--- config.mk ---
export PLATFORM = sky130hd
export DESIGN_NAME = pbm_multiplier
export DESIGN_NICKNAME = d
export VERILOG_FILES = /design/src/logic/pbm_pkg.sv /design/src/logic/pbm_stage_if.sv /design/src/logic/pbm_booth_group.sv /design/src/logic/pbm_multiplier.sv
export SDC_FILE = /design/constraint.sdc
export NUM_CORES = 2
export LEC_CHECK = 0
export BUFFER_PORTS_ARGS = -buffer_cell sky130_fd_sc_hd__buf_4
export CORE_UTILIZATION = 42
export DETAILED_ROUTE_END_ITERATION = 12
export SYNTH_ARGS = -nofsm -noshare
export SYNTH_HDL_FRONTEND = slang
export SYNTH_SLANG_ARGS = --single-unit
--- constraint.sdc ---
create_clock -name i_clk -period 13.64 [get_ports i_clk]
set_input_delay 3.41 -clock i_clk [delete_from_list [all_inputs] [get_ports i_clk]]
set_output_delay 3.41 -clock i_clk [all_outputs]
set_load 0.05 [all_outputs]
--- src/logic/pbm_pkg.sv ---
// Package for the pipelined Booth multiplier: widths, modes and phase constants
package pbm_pkg;
    localparam int FRAC_W = 53;
    localparam int NUM_SUMMANDS = 53;
    localparam int NUM_BOOTH = 27;
    localparam int HALF_BOOTH = 14;
    localparam int PROD_W = 106;
    localparam int TRUNC_W = 42;
    localparam int ADD_W = 64;
    localparam int EXP_W = 11;
    localparam int INT_W = 32;
    localparam int BUS_W = 64;
    localparam int LATENCY = 3;
    localparam int PPW = 66;
    localparam logic [EXP_W-1:0] EXP_ONE = 11'h001;
    // Weight of one result lsb inside the kept 64 columns (product bit 53 -> column 11)
    localparam int LSB_COL = 11;
    localparam logic [ADD_W-1:0] RND_HALF = 64'h0000_0000_0000_0400;
    localparam logic [ADD_W-1:0] RND_QTR = 64'h0000_0000_0000_0200;
    // Top two kept columns: product bit 105 is column 63, bit 104 column 62
    localparam int COL_HALF = 62;
    localparam int COL_QTR = 61;
    typedef enum logic [1:0] {
        PBM_MODE_FMUL,
        PBM_MODE_IMUL,
        PBM_MODE_ITER,
        PBM_MODE_NONE
    } pbm_mode_t;
endpackage : pbm_pkg

--- src/logic/pbm_stage_if.sv ---
// Interface carrying one pipeline stage's payload between the top and the reducer
`timescale 1ns/1ps
interface pbm_stage_if;
    import pbm_pkg::*;
    logic [pbm_pkg::FRAC_W:0] mcand;
    logic [pbm_pkg::FRAC_W+1:0] mplier;
    logic neg_sel;
    logic [pbm_pkg::ADD_W-1:0] sum;
    logic [pbm_pkg::ADD_W-1:0] carry;
    modport src (output mcand, output mplier, output neg_sel, input sum, input carry);
    modport dst (input mcand, input mplier, input neg_sel, output sum, output carry);
endinterface : pbm_stage_if

--- src/logic/pbm_booth_group.sv ---
// Booth recoding and truncated carry-save reduction of one summand group
`timescale 1ns/1ps
module pbm_booth_group
    import pbm_pkg::*;
#(
    parameter int FIRST = 0,
    parameter int COUNT = 14
) (
    pbm_stage_if.dst bus
);
    localparam int N = COUNT;
    logic [ADD_W-1:0] pp [N];

    // Radix-4 digit of multiplier triplet; swapping signs yields -A*B for iteration
    function automatic logic [2:0] booth_dec(input logic [2:0] t, input logic neg);
        logic [2:0] r;
        r = 3'h0;
        case (t)
            3'h1, 3'h2: r = 3'h1;
            3'h3: r = 3'h2;
            3'h4: r = 3'h6;
            3'h5, 3'h6: r = 3'h5;
            default: r = 3'h0;
        endcase
        if (neg && r != 3'h0) begin
            r[2] = ~r[2];
        end
        return r;
    endfunction : booth_dec

    genvar g;
    generate
        for (g = 0; g < N; g++) begin : g_pp
            localparam int IDX = FIRST + 2 * g;
            wire [2:0] trip = (IDX == 0) ? {bus.mplier[1:0], 1'b0}
                                         : bus.mplier[2*IDX+1 -: 3];
            wire [2:0] dig = booth_dec(trip, bus.neg_sel);
            wire [PPW-1:0] mag = dig[1] ? {{(PPW-FRAC_W-2){bus.mcand[FRAC_W]}},
                                             bus.mcand, 1'b0}
                               : dig[0] ? {{(PPW-FRAC_W-1){bus.mcand[FRAC_W]}}, bus.mcand}
                               : '0;
            wire [PPW-1:0] sgn = dig[2] ? ~mag + PPW'(1) : mag;
            wire [PROD_W+1:0] full = (PROD_W+2)'({{(PROD_W+2-PPW){sgn[PPW-1]}}, sgn})
                                     << (2 * IDX);
            // Sign extension handled by the boundary slice, array stays 64 wide
            assign pp[g] = full[PROD_W-1:TRUNC_W];
        end
    endgenerate

    // Columns below the kept 64 are dropped with no compensation
    always_comb begin
        logic [ADD_W-1:0] s;
        logic [ADD_W-1:0] c;
        logic [ADD_W-1:0] t;
        s = '0;
        c = '0;
        t = '0;
        for (int k = 0; k < N; k++) begin
            t = s ^ c ^ pp[k];
            c = ((s & c) | (s & pp[k]) | (c & pp[k])) << 1;
            s = t;
        end
        bus.sum = s;
        bus.carry = c;
    end
endmodule : pbm_booth_group

--- src/logic/pbm_multiplier.sv ---
// Three-cycle pipelined Booth multiplier with truncated array and late-select rounding
// Contract
// - Fixed three-cycle latency for all modes
// - Radix-4 Booth, 53 summands become 27
// - Two summand halves from shared recoding per cycle
// - Two group partial sums merged by CSA
// - Drop lowest 42 columns, 64-bit adders
// - No compensation for truncated columns
// - Two concurrent rounded sums, half and quarter lsb
// - Select doubled quarter sum when in low range
// - Rounded product fraction never reaches one
// - Recode and reduce during cycle two
// - CSA merge then final add, cycle three
// - Late mux drives result at cycle four
// - Integer operands from high bus halves
// - Integer low product word on high result half
// - Fractions unsigned with zero sign, integers signed
// - Sign extension at boundaries, array not widened
// - Iteration swaps positive and negative Booth selections
// - Iteration adds two by dropping high bits
// - Iteration picks half sum when quarter normalized
`timescale 1ns/1ps
module pbm_multiplier
    import pbm_pkg::*;
(
    input wire logic i_clk,
    input wire logic i_resetn,
    input wire logic i_valid,
    input wire pbm_mode_t i_mode,
    input wire logic [BUS_W-1:0] i_src_a,
    input wire logic [BUS_W-1:0] i_src_b,
    input wire logic [EXP_W-1:0] i_exp,
    output logic o_valid,
    output pbm_mode_t o_mode,
    output logic [BUS_W-1:0] o_result,
    output logic [EXP_W-1:0] o_exp
);
    // Stage 1: operands captured
    logic v1_ff;
    pbm_mode_t m1_ff;
    logic [FRAC_W:0] mcand1_ff;
    logic [FRAC_W+1:0] mplier1_ff;
    logic [EXP_W-1:0] e1_ff;
    // Stage 2: both groups reduced
    logic v2_ff;
    pbm_mode_t m2_ff;
    logic [EXP_W-1:0] e2_ff;
    logic [ADD_W-1:0] s_odd_ff, c_odd_ff, s_even_ff, c_even_ff;
    // Stage 3: result register
    logic v3_ff;
    pbm_mode_t m3_ff;
    logic [BUS_W-1:0] r3_ff;
    logic [EXP_W-1:0] e3_ff;

    // Operand placement per mode
    wire is_int = (i_mode == PBM_MODE_IMUL);
    wire [INT_W-1:0] int_a = i_src_a[BUS_W-1 -: INT_W];
    wire [INT_W-1:0] int_b = i_src_b[BUS_W-1 -: INT_W];
    // Integers sit in the upper fraction region so that the whole 64-bit product
    // lands in the kept columns; below the truncation line it would be lost
    localparam int INT_POS = TRUNC_W / 2;
    wire [FRAC_W:0] nxt_mcand = is_int
        ? {{(FRAC_W+1-INT_W-INT_POS){int_a[INT_W-1]}}, int_a, {INT_POS{1'b0}}}
        : {1'b0, 1'b1, i_src_a[FRAC_W-2:0]};
    wire [FRAC_W+1:0] nxt_mplier = is_int
        ? {{(FRAC_W+2-INT_W-INT_POS){int_b[INT_W-1]}}, int_b, {INT_POS{1'b0}}}
        : {2'b00, 1'b1, i_src_b[FRAC_W-2:0]};

    always_ff @(posedge i_clk or negedge i_resetn) begin
        if (!i_resetn) begin
            v1_ff <= 1'b0;
            m1_ff <= PBM_MODE_NONE;
            mcand1_ff <= '0;
            mplier1_ff <= '0;
            e1_ff <= '0;
        end else begin
            v1_ff <= i_valid;
            m1_ff <= i_mode;
            mcand1_ff <= nxt_mcand;
            mplier1_ff <= nxt_mplier;
            e1_ff <= i_exp;
        end
    end

    // Odd and even summand groups share one recoding function; each group
    // gets its own instance since a single clock has no half-cycle to reuse
    pbm_stage_if odd_if ();
    pbm_stage_if even_if ();
    wire iter1 = (m1_ff == PBM_MODE_ITER);
    assign odd_if.mcand = mcand1_ff;
    assign odd_if.mplier = mplier1_ff;
    assign odd_if.neg_sel = iter1;
    assign even_if.mcand = mcand1_ff;
    assign even_if.mplier = mplier1_ff;
    assign even_if.neg_sel = iter1;

    // Digits 0,2,4.. form one group and 1,3,5.. the other, 27 in total
    pbm_booth_group #(.FIRST(0), .COUNT(HALF_BOOTH)) u_odd (.bus(odd_if));
    pbm_booth_group #(.FIRST(1), .COUNT(NUM_BOOTH - HALF_BOOTH))
        u_even (.bus(even_if));

    always_ff @(posedge i_clk or negedge i_resetn) begin
        if (!i_resetn) begin
            v2_ff <= 1'b0;
            m2_ff <= PBM_MODE_NONE;
            e2_ff <= '0;
            s_odd_ff <= '0;
            c_odd_ff <= '0;
            s_even_ff <= '0;
            c_even_ff <= '0;
        end else begin
            v2_ff <= v1_ff;
            m2_ff <= m1_ff;
            e2_ff <= e1_ff;
            s_odd_ff <= odd_if.sum;
            c_odd_ff <= odd_if.carry;
            s_even_ff <= even_if.sum;
            c_even_ff <= even_if.carry;
        end
    end

    // Cycle three: merge the two groups down to two partial sums
    wire [ADD_W-1:0] m_s1 = s_odd_ff ^ c_odd_ff ^ s_even_ff;
    wire [ADD_W-1:0] m_c1 = ((s_odd_ff & c_odd_ff) | (s_odd_ff & s_even_ff)
                            | (c_odd_ff & s_even_ff)) << 1;
    wire [ADD_W-1:0] m_s = m_s1 ^ m_c1 ^ c_even_ff;
    wire [ADD_W-1:0] m_c = ((m_s1 & m_c1) | (m_s1 & c_even_ff)
                            | (m_c1 & c_even_ff)) << 1;
    wire iter2 = (m2_ff == PBM_MODE_ITER);
    wire int2 = (m2_ff == PBM_MODE_IMUL);

    // Rounding bits ride in an extra carry-save slot so both adds run side by side
    wire [ADD_W-1:0] rs_h = m_s ^ m_c ^ RND_HALF;
    wire [ADD_W-1:0] rc_h = ((m_s & m_c) | (m_s & RND_HALF) | (m_c & RND_HALF)) << 1;
    wire [ADD_W-1:0] rs_q = m_s ^ m_c ^ RND_QTR;
    wire [ADD_W-1:0] rc_q = ((m_s & m_c) | (m_s & RND_QTR) | (m_c & RND_QTR)) << 1;
    wire [ADD_W-1:0] sum_h = rs_h + rc_h;
    wire [ADD_W-1:0] sum_q = rs_q + rc_q;
    wire [ADD_W-1:0] sum_i = m_s + m_c;

    // Iteration: -R*D plus two keeps only the bits below 2^1 weight; the top
    // kept column is 2^-1 times two, so discarding the overflow already adds two
    wire [ADD_W-1:0] it_h = sum_h;
    wire [ADD_W-1:0] it_q = sum_q;
    wire q_low = ~sum_q[ADD_W-1] & sum_q[COL_HALF];
    wire q_norm = sum_q[ADD_W-1];

    // Result fraction is the 52 bits below the leading one, exponent adjusted
    wire [BUS_W-1:0] frac_h = {12'h000, sum_h[ADD_W-2 -: FRAC_W-1]};
    wire [BUS_W-1:0] frac_q = {12'h000, sum_q[COL_HALF-1 -: FRAC_W-1]};
    wire [BUS_W-1:0] itr_h = {12'h000, it_h[ADD_W-2 -: FRAC_W-1]};
    wire [BUS_W-1:0] itr_q = {12'h000, it_q[COL_HALF-1 -: FRAC_W-1]};
    wire pick_q = iter2 ? ~q_norm : q_low;
    wire [BUS_W-1:0] nxt_result = int2 ? {sum_i[INT_W-1:0], {INT_W{1'b0}}}
                                : iter2 ? (pick_q ? itr_q : itr_h)
                                : (pick_q ? frac_q : frac_h);
    wire [EXP_W-1:0] nxt_exp = pick_q ? e2_ff - EXP_ONE : e2_ff;

    always_ff @(posedge i_clk or negedge i_resetn) begin
        if (!i_resetn) begin
            v3_ff <= 1'b0;
            m3_ff <= PBM_MODE_NONE;
            r3_ff <= '0;
            e3_ff <= '0;
        end else begin
            v3_ff <= v2_ff;
            m3_ff <= m2_ff;
            r3_ff <= nxt_result;
            e3_ff <= nxt_exp;
        end
    end

    assign o_valid = v3_ff;
    assign o_mode = m3_ff;
    assign o_result = r3_ff;
    assign o_exp = e3_ff;

    property p_latency;
        @(posedge i_clk) disable iff (!i_resetn)
        i_valid |-> ##3 o_valid;
    endproperty
    a_latency: assert property (p_latency) else $error("latency not three");

    property p_mode_carry;
        @(posedge i_clk) disable iff (!i_resetn)
        i_valid ##3 1'b1 |-> o_mode == $past(i_mode, 3);
    endproperty
    a_mode_carry: assert property (p_mode_carry) else $error("mode lost");

    property p_int_low;
        @(posedge i_clk) disable iff (!i_resetn)
        (i_valid && i_mode == PBM_MODE_IMUL) |-> ##3
        o_result[BUS_W-1 -: INT_W] == INT_W'($past(int_a, 3) * $past(int_b, 3));
    endproperty
    a_int_low: assert property (p_int_low) else $error("int product wrong");

    property p_int_lowhalf;
        @(posedge i_clk) disable iff (!i_resetn)
        (o_valid && o_mode == PBM_MODE_IMUL) |-> o_result[INT_W-1:0] == '0;
    endproperty
    a_int_lowhalf: assert property (p_int_lowhalf) else $error("low half");

    property p_exp_fmul;
        @(posedge i_clk) disable iff (!i_resetn)
        (i_valid && i_mode == PBM_MODE_FMUL) |-> ##3
        (o_exp == $past(i_exp, 3) || o_exp == $past(i_exp, 3) - EXP_ONE);
    endproperty
    a_exp_fmul: assert property (p_exp_fmul) else $error("exponent");

    property p_no_one;
        @(posedge i_clk) disable iff (!i_resetn)
        (v2_ff && m2_ff == PBM_MODE_FMUL && !pick_q) |-> sum_h[ADD_W-1];
    endproperty
    a_no_one: assert property (p_no_one) else $error("unnormalized");

    property p_sel;
        @(posedge i_clk) disable iff (!i_resetn)
        (v2_ff && iter2) |=> (o_exp == $past(e2_ff)) == $past(q_norm);
    endproperty
    a_sel: assert property (p_sel) else $error("iteration select");

    property p_round_gap;
        @(posedge i_clk) disable iff (!i_resetn)
        v2_ff |-> (sum_h - sum_q) == (RND_HALF - RND_QTR);
    endproperty
    a_round_gap: assert property (p_round_gap) else $error("rounding");

    c_fmul: cover property (@(posedge i_clk) o_valid && o_mode == PBM_MODE_FMUL);
    c_imul: cover property (@(posedge i_clk) o_valid && o_mode == PBM_MODE_IMUL);
    c_iter: cover property (@(posedge i_clk) o_valid && o_mode == PBM_MODE_ITER);
    c_b2b: cover property (@(posedge i_clk) i_valid [*3]);
endmodule : pbm_multiplier

==> reports/summary.txt <==
outcome - finished, violations left
failing checks - capacitance limit, slew limit
R2R Setup Slk - 1.08 ns
Post-synth EDFFs - 0
DP Wirelength - 413000 um
cts bufs inserted - 60
predominant post-synthesis flop cell - dfrtp_1
Setup Buffers After CTS - 0
Post-CTS Resized - 0
Bufs on Longest Clock Path - 3
Slew Viols, Final - 7
Filler Cell Count - 21600
Worst Path Arrival - 13.21 ns
Avg Cell Area, Syn - 8.42 um^2
RSZ-0062 raised after global routing - no
final-report hold violation count - 0
routed wire length per instance - 36.9 um
site row count - 173
number of distinct library cells after synthesis - 101
Ys Warns - 0
final setup fails - 0
WHS Path Cells - 0
Crit Path Category - reg2reg
Hold EP - e2_ff[5]
Setup WS post-layout - 1.08 ns
DRT iter0 DRCs - 13100
multi-input gate area in the final layout - 77000 um^2
# port buffers - 221
synthesized cell area - 94000 um^2
core area - 222000 um^2
slew margin rel. - -3.58%
asr flop ratio synth - 100%
Crit path top cell by count - fa_1
clk sink count - 463
clock skew - 0.0932 ns
first-pass GRT wire length - 705000 um
DR pass1 iterations - 7
Hold Crit Start - e1_ff[5]
Worst setup EP type - flip-flop
Yosys reg bits - 463
post-route minimum period - 12.56 ns
Die H - 475 um
CTS tree - done
DP Worst Slack - 1.32 ns
Final Cycle Share - 92.1%
final std cells w/o fill - 13900
delay-heaviest family, CP - adder cells
total gr overflow - 0
vias - 92300
Seq/Total Area, Yosys - 12.3%
P&R area growth vs syn - 8.27%
H-tree depth - 2
Post-Place Cells - 13700
pin count of the biggest net entering global routing - 140
final setup TNS - 0 ns
Fmax - 0.0796 GHz
worst path required time - 14.29 ns
Worst R2R Start - even_if.mcand[4]
Top-Level Pins - 222
worst r2r dst - s_odd_ff[63]
leading area contributor after synthesis - fa_1
Routed Antenna Nets - 0
Worst setup SP type - flip-flop
syn nets - 12800
worst skew pair latency - 0.80 ns
CTS root buf - clkbuf_16
Hold WC Path Type - reg2reg
Remaining DRCs - 0
Worst-path clk slew - 0.07 ns
Die X - 475 um
die area - 226000 um^2
Slew @ Worst Pin - 1.55 ns
slowest CP cell - fa_1
gpl congestion - 1.06
routed wire length - 512000 um
Max-Cap Viols - 2
CTS Hold Bufs - 0
Overall Global Routing Usage - 44.5%
# nets final - 12500
Synth Instances - 11200
Initial Utilization - 42.3%
vias in the first global route - 87900
layout cells sized above 1 - 9.96%
Reg2Reg Depth - 32
initial antenna violation count - 38
Reg area - 11700 um^2
Hold WS - 0.349 ns
drt via density - 6.66
Area contributors post-synth - fa_1 27%, dfrtp_1 12%, xnor2_1 5.6%, xor2_1 5.5%, nand2_1 4.8%
Worst path max stage delay - 0.88 ns
CP max FO - 23
Yosys top cell area share - 27.4%
critical path buffer and inverter count - 4
[cell usage after synthesis (all sizes together), types with 70 or more instances]
| cell type | instances |
|---|---|
| xor2 | 592 |
| clkbuf | 831 |
| a21boi | 211 |
| ha | 240 |
| nand4 | 100 |
| nand3 | 190 |
| and2 | 159 |
| o21ai | 741 |
| fa | 1284 |
| nor2 | 596 |
| nor4 | 70 |
| nand2 | 1190 |
| or3 | 70 |
| or2 | 82 |
| dfrtp | 457 |
| a21oi | 701 |
| o31ai | 98 |
| a221o | 90 |
| xnor2 | 605 |
| a22oi | 468 |
| a31oi | 188 |
| inv | 590 |
| nor3 | 151 |
| a22o | 179 |
| nor2b | 99 |
| buf | 210 |
[routing by layer]
layer | part of all wire [%] | GRT usage, %
met1 | 39 | 58.2
met2 | 41 | 63.5
met3 | 11 | 11.1
met4 | 8.6 | 32.2
met5 | 0.055 | 0
[how the worst max path moves through the flow]
| stage | start | to | slack [ns] | cells after the start |
|---|---|---|---|---|
| after detailed placement | even_if.mcand[32] | s_odd_ff[63] | 1.32 | 32 |
| final | even_if.mcand[4] | s_odd_ff[63] | 1.08 | 32 |
| after floorplan | even_if.mcand[31] | s_even_ff[63] | 2.66 | 30 |
| after CTS | even_if.mcand[32] | s_odd_ff[63] | 1.37 | 32 |
| after global placement | even_if.mcand[32] | s_odd_ff[63] | 1.28 | 32 |
| after global routing | even_if.mcand[32] | s_odd_ff[63] | 0.66 | 32 |
[flip-flops by register name, summed over array words and instances, names as in the netlist]
signal          flops
s_odd_ff           64
even_if.mplier     54
m1_ff               2
o_mode              2
v1_ff               1
e2_ff              11
c_even_ff          61
o_exp              11
m2_ff               2
e1_ff              11
c_odd_ff           60
s_even_ff          64
v2_ff               1
o_valid             1
o_result           64
even_if.mcand      54
[cells by family (layout without fill, tap and decap cells)]
kind of cell             count (synthesis)  after routing  share of synthesized area (%)
AO/OA/AOI/OAI                         3279           3279                           23.1
AND/OR/NAND/NOR                       2937           2937                           14.8
buffers and inverters                 1635           1331                           6.59
adder cells (fa/ha/maj)               1528           1528                           30.6
XOR/XNOR                              1199           1199                           11.2
flip-flops                             463            463                           12.3
multiplexers                           126            126                           1.43
other                                    0             26                              0
[placed cells by master (no fill, tap or decap), types with 53 or more instances in the layout]
cell type	instances
fa_1	1284
nand2_1	1189
o21ai_0	730
a21oi_1	698
buf_4	619
xnor2_1	599
nor2_1	592
inv_1	588
xor2_1	567
a22oi_1	468
dfrtp_1	402
ha_1	240
a21boi_0	209
nand3_1	190
a31oi_1	187
a22o_1	179
and2_1	157
nor3_1	144
nand4_1	100
nor2b_1	94
a221o_1	90
or2_2	79
o31ai_1	76
or3_1	69
mux2_2	68
a21o_1	67
nor4_1	64
clkbuf_16	60
a221oi_1	59
o21a_1	58
mux2i_1	53
[through the flow]
step	util (%)	instance area, um^2
finish	45.8	102000
global route	45.7	102000
CTS	45.7	102000
detailed placement	44.7	99400
global placement	44.7	99400
floorplan	-	94000
[area by class of cell]
cell class                      count  share of cell area [%]
Timing Repair Buffer              626                    4.69
Antenna cell                       26                  0.0639
Multi-Input combinational cell   9069                    75.7
Tap cell                         2975                    3.66
Clock inverter                     36                   0.537
Clock buffer                       75                    1.65
Sequential cell                   463                    11.5
Inverter                          594                    2.19
Power is left out: the tool's default activity adds up to more than one toggle a clock period on the data nets, which glitch-free logic cannot reach.
